`src/verilog/dma_seq_pkg.sv`:
```
// shared constants for the dual dma bus master sequencer
// assumes a 200 mhz clock and an avalon-mm register master
package dma_seq_pkg;
    // register byte offsets
    localparam logic [5:0] CTRL_OFS      = 6'h00;
    localparam logic [5:0] CONFIG_OFS    = 6'h04;
    localparam logic [5:0] RADDR_LO_OFS  = 6'h08;
    localparam logic [5:0] RADDR_HI_OFS  = 6'h0c;
    localparam logic [5:0] RCOUNT_OFS    = 6'h10;
    localparam logic [5:0] LADDR_OFS     = 6'h14;
    localparam logic [5:0] STATUS_OFS    = 6'h18;
    // control bits (stop and start act on a one; remote read bit takes the written value, remote write bit takes it only when read is clear)
    localparam int CTRL_STOP_BIT    = 0;
    localparam int CTRL_START_BIT   = 1;
    localparam int CTRL_RREAD_BIT   = 2;
    localparam int CTRL_RWRITE_BIT  = 3;
    // data_configuration_setting fields
    localparam int CFG_WORD_BIT     = 0;
    localparam int CFG_LONG_BIT     = 2;
    localparam int CFG_BURST_LSB    = 5;
    localparam int CFG_THRESH_LSB   = 3;
    localparam logic [7:0] CFG_RESET = 8'h00;
    // last phase of the four-clock bus cycle
    localparam logic [1:0] CYCLE_LAST = 2'h3;
    // bus states
    typedef enum logic [5:0] {
        ST_RESET = 6'b000001,
        ST_IDLE  = 6'b000010,
        ST_REQ   = 6'b000100,
        ST_UPPER = 6'b001000,
        ST_XFER  = 6'b010000,
        ST_GAP   = 6'b100000
    } bus_state_type;
endpackage : dma_seq_pkg

```
`src/verilog/dual_dma_bus_master_sequencer.sv`:
```
// bus master sequencer for the local (fifo) and remote (port) dma channels
// assumes bus grant, fifo flags and port strobes arrive asynchronously
// Summary of operation
// - roles are master, slave, or idle
// - reset enters reset state, rx/tx disabled
// - stop, reset or fifo error re-enter reset
// - start command moves to idle
// - service request, grant handshake, transfer, idle
// - 16/32-bit address with 8/16-bit data
// - each bus cycle lasts four clocks
// - 32-bit mode adds upper-address cycle per burst
// - local burst moves exact length then releases
// - burst 1,2,4,6 words or 2,4,8,12 bytes
// - next burst waits for threshold again
// - grant withdrawn mid-burst aborts burst
// - local outranks remote; remote resumes after
// - fifo need during remote keeps request
// - local to remote drops request once
// - remote arbitrates per byte or word
// - port moves one direction at a time
// - remote read: fetch, count, request, ack
// - remote write: request, host writes, store
// - drop request after each remote item
//
// Added by the designer: register access over Avalon-MM and the address map.
`timescale 1ns/1ps
`default_nettype none
module dual_dma_bus_master_sequencer
    import dma_seq_pkg::*;
(
    // clock and reset
    input  wire logic        clk,
    input  wire logic        arst_n,
    // avalon-mm register slave
    input  wire logic [5:0]  avs_address,
    input  wire logic        avs_read,
    input  wire logic        avs_write,
    input  wire logic [31:0] avs_writedata,
    output logic [31:0]      avs_readdata,
    output logic             avs_waitrequest,
    // local bus arbitration
    output logic             bus_request_out,
    input  wire logic        bus_grant_in,
    // local memory bus
    output logic [15:0]      mem_addr,
    output logic [15:0]      mem_wdata,
    input  wire logic [15:0] mem_rdata,
    output logic             mem_addr_oe,
    output logic             mem_rd,
    output logic             mem_wr,
    // fifo side
    input  wire logic        fifo_rx_need,
    input  wire logic        fifo_tx_need,
    input  wire logic        fifo_error,
    output logic             fifo_strobe,
    // host port
    output logic             port_service_request,
    input  wire logic        port_read_acknowledge,
    input  wire logic        port_write_strobe,
    input  wire logic [15:0] port_wdata,
    output logic [15:0]      port_rdata,
    // status pins
    output logic             rx_enable,
    output logic             tx_enable,
    output logic             bus_master
);
    import dma_seq_pkg::*;

    // burst length in bus cycles, from config
    function automatic logic [3:0] burst_cycles(input logic [7:0] cfg);
        logic [3:0] n;
        n = 4'h1;
        case (cfg[CFG_BURST_LSB +: 2])
            2'h0: n = 4'h1;
            2'h1: n = 4'h2;
            2'h2: n = 4'h4;
            default: n = 4'h6;
        endcase
        // byte mode doubles item count: 2,4,8,12 bytes
        burst_cycles = cfg[CFG_WORD_BIT] ? n : 4'((n << 1));
    endfunction : burst_cycles

    logic       rst_meta_r, rst_sync_r;
    logic       rst_n;
    bus_state_type state_r;
    logic [3:0] sync1_r, sync2_r;
    logic       gnt_s, rxn_s, txn_s, err_s;
    logic [1:0] port_read_acknowledge_m_r, port_read_acknowledge_s_r, iow_m_r, iow_s_r;
    logic       port_read_acknowledge_rise, iow_rise;
    logic [7:0] cfg_r;
    logic [15:0] raddr_r, rhi_r, rcount_r, laddr_r;
    logic       rd_done_r, rread_r, rwrite_r;
    logic       latch_full_r, is_local_r;
    logic [1:0] phase_r;
    logic [3:0] beats_r;
    logic       fifo_need, remote_need, rem_active, local_armed_r;
    logic [15:0] step;

    // reset release through two flops
    always_ff @(posedge clk or negedge arst_n)
        if (!arst_n)
        begin
            rst_meta_r <= 1'b0;
            rst_sync_r <= 1'b0;
        end
        else
        begin
            rst_meta_r <= 1'b1;
            rst_sync_r <= rst_meta_r;
        end
    assign rst_n = rst_sync_r;

    // two-flop synchronisers; grant sampled on clock
    always_ff @(posedge clk or negedge rst_n)
        if (!rst_n)
        begin
            sync1_r  <= 4'h0;
            sync2_r  <= 4'h0;
            port_read_acknowledge_m_r <= 2'h0;
            port_read_acknowledge_s_r <= 2'h0;
            iow_m_r  <= 2'h0;
            iow_s_r  <= 2'h0;
        end
        else
        begin
            sync1_r  <= {bus_grant_in, fifo_rx_need, fifo_tx_need, fifo_error};
            sync2_r  <= sync1_r;
            port_read_acknowledge_m_r <= {port_read_acknowledge_m_r[0], port_read_acknowledge};
            port_read_acknowledge_s_r <= {port_read_acknowledge_s_r[0], port_read_acknowledge_m_r[1]};
            iow_m_r  <= {iow_m_r[0], port_write_strobe};
            iow_s_r  <= {iow_s_r[0], iow_m_r[1]};
        end
    assign {gnt_s, rxn_s, txn_s, err_s} = sync2_r;
    // host strobes asynchronous; edges taken after sync
    assign port_read_acknowledge_rise = port_read_acknowledge_s_r[1] & ~port_read_acknowledge_s_r[0];
    assign iow_rise  = iow_s_r[1] & ~iow_s_r[0];

    // local need gated so burst leftovers wait for threshold
    assign fifo_need   = (rxn_s | txn_s) & local_armed_r;
    assign rem_active  = rread_r | rwrite_r;
    // remote read needs empty latch, write needs full latch
    assign remote_need = (rread_r & ~latch_full_r & (rcount_r != 16'h0000))
                       | (rwrite_r & latch_full_r);
    assign step = cfg_r[CFG_WORD_BIT] ? 16'h0002 : 16'h0001;

    // register slave: one wait state so registered read data stands
    assign avs_waitrequest = avs_read & ~rd_done_r;
    always_ff @(posedge clk or negedge rst_n)
        if (!rst_n)
            rd_done_r <= 1'b0;
        else
            rd_done_r <= avs_read & ~rd_done_r;
    always_ff @(posedge clk or negedge rst_n)
        if (!rst_n)
            avs_readdata <= 32'h0000_0000;
        else if (avs_read)
            case (avs_address)
                CTRL_OFS:     avs_readdata <= {30'h0, rwrite_r, rread_r};
                CONFIG_OFS:   avs_readdata <= {24'h0, cfg_r};
                RADDR_LO_OFS: avs_readdata <= {16'h0, raddr_r};
                RADDR_HI_OFS: avs_readdata <= {16'h0, rhi_r};
                RCOUNT_OFS:   avs_readdata <= {16'h0, rcount_r};
                LADDR_OFS:    avs_readdata <= {16'h0, laddr_r};
                STATUS_OFS:   avs_readdata <= {26'h0, state_r};
                default:      avs_readdata <= 32'h0000_0000;
            endcase

    // bus state machine
    always_ff @(posedge clk or negedge rst_n)
        if (!rst_n)
            state_r <= ST_RESET;
        else if ((avs_write && avs_address == CTRL_OFS
                  && avs_writedata[CTRL_STOP_BIT]) || err_s)
            state_r <= ST_RESET;
        else
            case (state_r)
                ST_RESET:
                    if (avs_write && avs_address == CTRL_OFS
                        && avs_writedata[CTRL_START_BIT])
                        state_r <= ST_IDLE;
                ST_IDLE:
                    if (fifo_need || remote_need)
                        state_r <= ST_REQ;
                ST_REQ:
                    if (gnt_s)
                        state_r <= cfg_r[CFG_LONG_BIT] ? ST_UPPER : ST_XFER;
                ST_UPPER:
                    if (!gnt_s)
                        state_r <= ST_IDLE;
                    else if (phase_r == CYCLE_LAST)
                        state_r <= ST_XFER;
                ST_XFER:
                    if (!gnt_s)
                        state_r <= ST_IDLE;
                    else if (phase_r == CYCLE_LAST)
                    begin
                        if (is_local_r && beats_r != 4'h1)
                            state_r <= ST_XFER;
                        // remote item done; fifo joins while bus held
                        else if (!is_local_r && fifo_need)
                            state_r <= cfg_r[CFG_LONG_BIT] ? ST_UPPER
                                                           : ST_XFER;
                        else if (is_local_r && remote_need)
                            state_r <= ST_GAP;
                        else
                            state_r <= ST_IDLE;
                    end
                ST_GAP:
                    state_r <= ST_IDLE;
                default:
                    state_r <= ST_RESET;
            endcase

    // four-clock bus cycle phase counter
    always_ff @(posedge clk or negedge rst_n)
        if (!rst_n)
            phase_r <= 2'h0;
        else if (state_r == ST_UPPER || state_r == ST_XFER)
            phase_r <= 2'(phase_r + 2'h1);
        else
            phase_r <= 2'h0;

    // channel choice: local outranks remote
    always_ff @(posedge clk or negedge rst_n)
        if (!rst_n)
        begin
            is_local_r  <= 1'b0;
            beats_r     <= 4'h0;
        end
        else if ((state_r == ST_IDLE && (fifo_need || remote_need))
                 || (state_r == ST_XFER && phase_r == CYCLE_LAST
                     && !is_local_r && fifo_need))
        begin
            is_local_r  <= fifo_need;
            beats_r     <= burst_cycles(cfg_r);
        end
        else if (state_r == ST_XFER && phase_r == CYCLE_LAST && is_local_r)
            beats_r <= 4'(beats_r - 4'h1);

    // threshold rearm: fifo must drop its need after a burst
    always_ff @(posedge clk or negedge rst_n)
        if (!rst_n)
            local_armed_r <= 1'b1;
        else if (state_r == ST_XFER && phase_r == CYCLE_LAST
                 && is_local_r && beats_r == 4'h1)
            local_armed_r <= 1'b0;
        else if (!rxn_s && !txn_s)
            local_armed_r <= 1'b1;

    // configuration and remote registers, plus the remote engine
    always_ff @(posedge clk or negedge rst_n)
        if (!rst_n)
        begin
            cfg_r    <= CFG_RESET;
            raddr_r  <= 16'h0000;
            rhi_r    <= 16'h0000;
            rcount_r <= 16'h0000;
            laddr_r  <= 16'h0000;
            rread_r  <= 1'b0;
            rwrite_r <= 1'b0;
        end
        else
        begin
            if (avs_write)
                case (avs_address)
                    CONFIG_OFS:   cfg_r    <= avs_writedata[7:0];
                    RADDR_LO_OFS: raddr_r  <= avs_writedata[15:0];
                    RADDR_HI_OFS: rhi_r    <= avs_writedata[15:0];
                    RCOUNT_OFS:   rcount_r <= avs_writedata[15:0];
                    LADDR_OFS:    laddr_r  <= avs_writedata[15:0];
                    CTRL_OFS:
                    begin
                        // only one direction may run
                        rread_r  <= avs_writedata[CTRL_RREAD_BIT];
                        rwrite_r <= avs_writedata[CTRL_RWRITE_BIT]
                                    & ~avs_writedata[CTRL_RREAD_BIT];
                    end
                    default: ;
                endcase
            else if (state_r == ST_XFER && phase_r == CYCLE_LAST && gnt_s)
            begin
                if (is_local_r)
                    laddr_r <= 16'(laddr_r + step);
                else
                begin
                    raddr_r  <= 16'(raddr_r + step);
                    rcount_r <= (rcount_r > step) ? 16'(rcount_r - step)
                                                  : 16'h0000;
                    if (rcount_r <= step)
                        rwrite_r <= 1'b0;
                end
            end
            // read ends once the host has taken the last item
            else if (rread_r && rcount_r == 16'h0000 && !latch_full_r)
                rread_r <= 1'b0;
        end

    // port latch: read fills from memory, write fills from host
    always_ff @(posedge clk or negedge rst_n)
        if (!rst_n)
        begin
            latch_full_r <= 1'b0;
            port_rdata   <= 16'h0000;
        end
        else if (!rem_active)
            latch_full_r <= 1'b0;
        else if (state_r == ST_XFER && phase_r == CYCLE_LAST && gnt_s
                 && !is_local_r)
        begin
            latch_full_r <= rread_r;
            if (rread_r)
                port_rdata <= mem_rdata;
        end
        else if ((rread_r && port_read_acknowledge_rise) || (rwrite_r && iow_rise))
            latch_full_r <= rwrite_r;

    // host write data captured once strobe edge is synchronised
    logic [15:0] port_hold_r;
    always_ff @(posedge clk or negedge rst_n)
        if (!rst_n)
            port_hold_r <= 16'h0000;
        else if (rwrite_r && iow_rise)
            port_hold_r <= port_wdata;

    // bus outputs, registered; request drops in gap, and in idle without a need
    always_ff @(posedge clk or negedge rst_n)
        if (!rst_n)
        begin
            bus_request_out      <= 1'b0;
            mem_addr_oe          <= 1'b0;
            mem_addr             <= 16'h0000;
            mem_wdata            <= 16'h0000;
            mem_rd               <= 1'b0;
            mem_wr               <= 1'b0;
            fifo_strobe          <= 1'b0;
            port_service_request <= 1'b0;
        end
        else
        begin
            bus_request_out <= (state_r == ST_IDLE && (fifo_need || remote_need))
                             || state_r == ST_REQ
                             || ((state_r == ST_UPPER || state_r == ST_XFER)
                                 && gnt_s);
            mem_addr_oe <= (state_r == ST_UPPER || state_r == ST_XFER)
                           && gnt_s;
            mem_addr    <= (state_r == ST_UPPER) ? rhi_r
                         : (is_local_r ? laddr_r : raddr_r);
            mem_wdata   <= port_hold_r;
            mem_rd      <= state_r == ST_XFER && gnt_s && phase_r == 2'h1
                           && (is_local_r ? txn_s : rread_r); // tx fifo fill
            mem_wr      <= state_r == ST_XFER && gnt_s && phase_r == 2'h1
                           && !is_local_r && rwrite_r;
            fifo_strobe <= state_r == ST_XFER && gnt_s
                           && phase_r == CYCLE_LAST && is_local_r;
            // request only when latch awaits host
            port_service_request <= (rread_r & latch_full_r)
                                  | (rwrite_r & ~latch_full_r);
        end

    // role and enable pins
    assign bus_master = mem_addr_oe;
    assign rx_enable  = state_r != ST_RESET;
    assign tx_enable  = state_r != ST_RESET;
endmodule : dual_dma_bus_master_sequencer
`default_nettype wire

```
`config.mk`:
```
export PLATFORM = sky130hd
export DESIGN_NAME = dual_dma_bus_master_sequencer
export DESIGN_NICKNAME = d
export VERILOG_FILES = /design/src/verilog/dma_seq_pkg.sv /design/src/verilog/dual_dma_bus_master_sequencer.sv
export SDC_FILE = /design/constraint.sdc
export NUM_CORES = 1
export LEC_CHECK = 0
export ABC_AREA = 1
export BUFFER_PORTS_ARGS = -buffer_cell sky130_fd_sc_hd__buf_2
export CORE_AREA = 2 2 144 146
export CTS_CLUSTER_SIZE = 40
export DETAILED_ROUTE_END_ITERATION = 12
export DIE_AREA = 0 0 146 148
export PLACE_DENSITY = 0.69
export SLEW_MARGIN = 25
export SYNTH_ARGS = -nofsm -noshare
export SYNTH_HDL_FRONTEND = slang
export SYNTH_SLANG_ARGS = --single-unit
```
`constraint.sdc`:
```
create_clock -name clk -period 5.8 [get_ports clk]
set_clock_uncertainty 0.05 [all_clocks]
set_input_delay 0.29 -clock clk [delete_from_list [all_inputs] [get_ports clk]]
set_output_delay 0.29 -clock clk [all_outputs]
set_load 0.02 [all_outputs]
```
# Word-level counts from Yosys, hierarchy flattened
# Cells that the tools add are included.
[word_totals]
ff_bits = 210
latch_bits = 0
ramBits = 0
mem_bits_ro = 0
inputBits = 80
out_inout_bits = 90
elab_cells = 197
n_memories = 0
[classes]
n_addsub = 5
multipliers = 0
div_mod_pow = 0
magnitude_cmp = 2
n_eq_ne = 31
shifts = 0
n_mux = 50
n_bitwise = 19
reduce_logical = 57
[ops]
columns = ["cell", "n"]
rows = [
  ["$mux 16", 15],
  ["$pmux 16 s7", 1],
  ["$mux 6", 11],
  ["$pmux 6 s6", 1],
  ["$add 16x2->16", 2],
  ["$logic_and 1x1->1", 27],
  ["$eq 6x5->1 const B", 4],
  ["$eq 6x4->1 const B", 3],
  ["$gt 16x2->1", 1],
  ["$le 16x2->1", 1],
  ["$logic_not 16->1", 1],
  ["$reduce_bool 16->1", 1],
  ["$sub 16x2->16", 1],
  ["$mux 1", 15],
  ["$reduce_and 3->1", 5],
  ["$eq 6x3->1 const B", 2],
  ["$mux 4", 3],
  ["$reduce_bool 2->1", 6],
  ["$and 1x1->1", 10],
  ["$pmux 3 s3", 1],
  ["$ne 2x1->1 const B", 4],
  ["$logic_or 1x1->1", 7],
  ["$eq 6x1->1 const B", 1],
  ["$eq 6x2->1 const B", 1],
  ["other kinds (24)", 40],
]

# Longest topological paths before layout
[logic_depth]
word_depth = 12
depth_mapped = 14
ltp_nobuf = 14

# Worst setup path after synthesis
# Ideal clock, no wire load.
[synth_timing]
kind = "reg-to-reg"
start = "register cfg_r[0]"
end = "register raddr_r[14]"
setup_time_ps = 77
arrival_time_ps = 2293
required_time_ps = 5673
setup_slack_ps = 3379
stages_incl_launch_ff = 13
n_path_buf = 0
period_less_slack_ps = 2421
cell_sequence = "dfrtp_1 inv_1 ha_1 inv_1 fa_1 inv_1 nand3_1 nor2_2 nand4_1 nor2_1 xor2_1 nand2_1 a21oi_1"
[synth_via]
elab_chain_len = 5
[synth_lines]
columns = ["element", "line", "rtl"]
rows = [
  ["start: declaration", "dual_dma_bus_master_sequencer.sv:90", "logic [7:0] cfg_r;"],
  ["start signal: assignment", "dual_dma_bus_master_sequencer.sv:266", "CONFIG_OFS: cfg_r <= avs_writedata[7:0];"],
  ["$mux 2", "dual_dma_bus_master_sequencer.sv:144", "assign step = cfg_r[CFG_WORD_BIT] ? 16'h0002 : 16'h0001;"],
  ["$add 16x2->16", "dual_dma_bus_master_sequencer.sv:286", "raddr_r <= 16'(raddr_r + step);"],
  ["$mux 16", "dual_dma_bus_master_sequencer.sv:282", "if (is_local_r)"],
  ["$mux 16", "dual_dma_bus_master_sequencer.sv:280", "else if (state_r == ST_XFER && phase_r == CYCLE_LAST && gnt_s)"],
  ["$mux 16", "dual_dma_bus_master_sequencer.sv:264", "if (avs_write)"],
  ["end signal: assignment", "dual_dma_bus_master_sequencer.sv:267", "RADDR_LO_OFS: raddr_r <= avs_writedata[15:0];"],
  ["end signal: assignment", "dual_dma_bus_master_sequencer.sv:286", ""],
  ["end: declaration", "dual_dma_bus_master_sequencer.sv:91", "logic [15:0] raddr_r, rhi_r, rcount_r, laddr_r;"],
]
# No other way between the ends. The select of a mux whose other input is x is not followed.
# A chain may end at the register's enable or synchronous reset.

# Worst setup path after layout
[layout_timing]
start = "register cfg_r[0]"
end = "register rcount_r[11]"
[layout_via]
elab_chain_len = 6
word_cells_on_any_way = 7
cone_classes = "add/sub (1); order compare (1); mux (5)"
[layout_lines]
columns = ["element", "line", "rtl"]
rows = [
  ["$mux 2 *", "dual_dma_bus_master_sequencer.sv:144", ""],
  ["$sub 16x2->16 or $gt 16x2->1 (tied branches)", "dual_dma_bus_master_sequencer.sv:287", "rcount_r <= (rcount_r > step) ? 16'(rcount_r - step)"],
  ["$mux 16 *", "dual_dma_bus_master_sequencer.sv:287", ""],
  ["$mux 16 *", "dual_dma_bus_master_sequencer.sv:282", ""],
  ["$mux 16 *", "dual_dma_bus_master_sequencer.sv:280", ""],
  ["$mux 16 *", "dual_dma_bus_master_sequencer.sv:264", ""],
  ["end signal: assignment", "dual_dma_bus_master_sequencer.sv:269", "RCOUNT_OFS: rcount_r <= avs_writedata[15:0];"],
  ["end signal: assignment", "dual_dma_bus_master_sequencer.sv:287", ""],
  ["end: declaration", "dual_dma_bus_master_sequencer.sv:91", ""],
]
# Mark *: on every way between the ends. The rest lies on a longest branch, timed or not. The select of a mux whose other input is x is not followed.

==> impl_metrics.py <==
metrics = {
    "power": {
        "finalPower_uw": 4385,
        "intPower_uw": 2682,
        "power_density_nw_per_um2": 392.0,
        "switching_share_pct": 38.83,
        "p_comb_share_pct": 27.3,
        "power_switching_uw": 1703,
        "leakagePower_uw": 0.005574,
        "clock_power_share_pct": 28.3,
        "peakVddDrop_uv": 229.8,
        "seq_power_share_pct": 44.5,
    },
    "finish": {
        "multi_input_area_um2": 4100,
        "fin_nets": 1355,
        "finish.instance_area_um2": 11190,
        "syn2layout_area_growth_pct": 16.10,
        "nFillCells": 1880,
        "seqCellArea_um2": 4861,
        "fin_util_pct": 55.82,
        "antennaDiodeCount": 0,
        "final_layout_size_suffix_gt1_share_pct": 18.90,
    },
    "timing": {
        "slew_violations": 0,
        "setup_viol": 0,
        "fin_ws_ns": 2.631,
        "finalCritPeriodShare_pct": 54.64,
        "tightestPinTransition_ns": 0.9956,
        "finalHoldViolCount": 0,
        "min_period_ns": 3.169,
        "setup-tns-final_ns": 0,
        "timing.slew.headroom_pct": 33.63,
        "grt_setup_unrepaired": "false",
        "fmax_mhz": 315.5,
    },
    "synthesis": {
        "yosysWarnings": 0,
        "synth.avg_cell_area_um2": 8.533,
        "synth_ff_type": "dfrtp_1",
        "synth_area_leader_cell": "dfrtp_1",
        "synth_top_area_share_pct": 49.87,
        "synthTopCellsByArea": "dfrtp_1 50%, nand2_1 12%, o21ai_0 4.7%",
        "synth_most_common_cell": "nand2_1",
        "synthTopCellsByCount": "308 x nand2_1, 192 x dfrtp_1, 117 x nor2_1, 106 x inv_1, 91 x o21ai_0",
        "ys_ff_latch": 194,
        "synthCells": 1129,
        "synth-edff-count": 0,
        "synth.distinct_cells": 49,
        "yosysSeqAreaShare_pct": 50.42,
        "syn_area_um2": 9634,
        "ys_async_sr_fraction_pct": 100.0,
    },
    "worst_setup_path": {
        "end_kind": "register",
        "crit_path_max_incr_delay_ns": 0.48,
        "arrival_ns": 3.45,
        "worstPathRequired_ns": 6.08,
        "critPathMaxFanout": 15,
        "cp_num_buf_inv": 4,
        "path_class": "register to register",
        "crit_chain": "inv_1 > ha_1 > inv_1 > fa_1 > inv_1 > nand2_1 > a21oi_1 > nand2_1 > nand2_1 > inv_1 > a21boi_0 > o21ai_0",
        "start_kind": "register",
        "rrSetupSlack_ns": 2.63,
        "slowest_stage": "dfrtp_1",
        "critical_path.top_delay_family": "buffers and inverters",
        "crit_top_cell": "inv_1",
    },
    "clocking": {
        "clk_pin_slew_ns": 0.09,
        "cts_root_buf": "clkbuf_16",
        "cts_buffer_depth": 2,
        "postCtsSetupRepairBufs": 0,
        "cts_sinks": 194,
        "cts_tree": "done",
        "insertion_delay_ns": 0.46,
        "cts_resized": 0,
        "cts_buffers": 17,
        "h-tree-depth": 4,
    },
    "floorplan": {
        "start_util_pct": 48.08,
        "die_area_um2": 21610,
        "fp.dieW_um": 146,
        "ios": 170,
        "die_h_um": 148,
        "core_area_um2": 20040,
        "rows": 52,
    },
    "global_route": {
        "overflow": 0,
        "grt_max_degree": 187,
        "antenna_found_initial": 1,
        "track_usage_pct": 24.21,
        "grt_pass1_vias": 7669,
        "grt_first_pass_wirelength_um": 41020,
    },
    "placement": {
        "pre_cts_ws_ns": 2.738,
        "hpwlAfterDp_um": 18220,
        "place.gp.congestion": 0.9394,
        "io_buffers": 137,
        "postPlaceCellArea_um2": 10430,
    },
    "drt": {
        "drt_iter0_markers": 768,
        "avgViaCountPerCell": 5.294,
        "routed_wl_um": 25400,
        "wire_per_inst_um": 16.44,
        "ant_nets": 0,
        "dr.pass1.iters": 5,
        "drcViolationCount": 0,
        "vias": 8179,
    },
    "hold_path": {
        "hp-class": "input pin to register",
    },
    "outcome": {
        "status": "finished clean",
    },
    "job": {
        "cap_violations": 0,
    },
}
-- cell usage in the layout, fill, tap and decap left out, types with 3 or more instances in the layout --
| cell | instances |
|---|---|
| a21oi_1 | 29 |
| a22oi_1 | 3 |
| a31oi_1 | 20 |
| buf_2 | 137 |
| clkbuf_16 | 17 |
| clkinv_8 | 8 |
| conb_1 | 17 |
| dfrtp_1 | 191 |
| dlygate4sd3_1 | 8 |
| fa_1 | 3 |
| ha_1 | 10 |
| inv_1 | 106 |
| inv_12 | 4 |
| inv_2 | 3 |
| mux2_1 | 3 |
| mux2_2 | 37 |
| nand2_1 | 308 |
| nand2_2 | 5 |
| nand3_1 | 43 |
| nand4_1 | 14 |
| nor2_1 | 117 |
| nor2_2 | 3 |
| nor2_4 | 4 |
| nor3_1 | 13 |
| o2111ai_1 | 5 |
| o211ai_1 | 8 |
| o21ai_0 | 91 |
| o21ai_1 | 5 |
| o22ai_1 | 9 |
| o31ai_1 | 4 |
| xor2_1 | 17 |
-- power by group through the flow --
stage	Sequential [uW]	Clock [uW]	Combinational [uW]
3_3_place_gp	1950	0	1150
4_1_cts	1940	1260	1190
5_1_grt	1990	1320	1340
3_5_place_dp	1960	0	1180
2_1_floorplan	2010	0	750
6_report	1950	1240	1200
-- repair_timing --
action | in CTS | in global routing
setup endpoints to repair | 0 | 0
endpoints found under the hold margin | 9 | 0
hold buffers | 8 | 0
-- registers in the layout, summed over array words and instances, names as in the netlist, 2 cells and up --
signal / count
state_r: 6
rhi_r: 16
sync1_r: 4
iow_m_r: 2
port_hold_r: 16
laddr_r: 16
avs_readdata: 16
phase_r: 2
iow_s_r: 2
cfg_r: 8
raddr_r: 16
mem_addr: 16
sync2_r: 4
beats_r: 4
port_rdata: 16
rcount_r: 16
mem_wdata: 16
port_read_acknowledge_s_r: 2
port_read_acknowledge_m_r: 2
-- layout make-up --
| cell class | count | share of cell area (%) |
|---|---|---|
| clock buffer | 17 | 3.803 |
| clock inverter | 15 | 1.969 |
| inverter | 110 | 3.691 |
| multi-input combinational | 790 | 36.66 |
| sequential | 194 | 43.46 |
| tap | 270 | 3.020 |
| timing repair buffer | 149 | 7.405 |
-- path summary, 6_finish.rpt --
path | from | endpoint | cells past startpoint
max | cfg_r[0] | rcount_r[11] | 12
min | mem_rdata[12] | port_rdata[12] | 2
max reg2reg | cfg_r[0] | rcount_r[11] | 12
min reg2reg | rst_n | port_rdata[10] | 0
max in group asynchronous | rst_n | rcount_r[13] | 2
min in group asynchronous | arst_n | rst_n | 2
-- metal layers --
metal	share of wire, %	wire length, um	up-vias	GRT usage, %
li1	-	-	3909	-
met1	45	11350	3908	35.49
met2	46	11600	330	36.53
met5	0	0	-	0
met4	1.7	420	0	7.476
met3	8.0	2031	32	4.815
-- through the flow --
stage / hold WS (ns) / cells
global placement: 0.02459 / 1504
detailed placement: 0.02737 / 1504
floorplan: -0.05559 / 1144
finish: 0.005069 / 1545
CTS: 0.0003587 / 1544
global route: 0.003523 / 1545
-- cell families after synthesis --
| logic type | count (synthesis) | share of synthesized area (%) |
|---|---|---|
| XOR/XNOR | 19 | 1.727 |
| AO/OA/AOI/OAI | 183 | 10.86 |
| multiplexers | 40 | 4.675 |
| adder cells (fa/ha/maj) | 13 | 1.922 |
| AND/OR/NAND/NOR | 518 | 22.71 |
| buffers and inverters | 160 | 7.610 |
| other | 2 | 0.07795 |
| flip-flops | 194 | 50.42 |
Note: power is estimated with default switching activity, not from simulation.
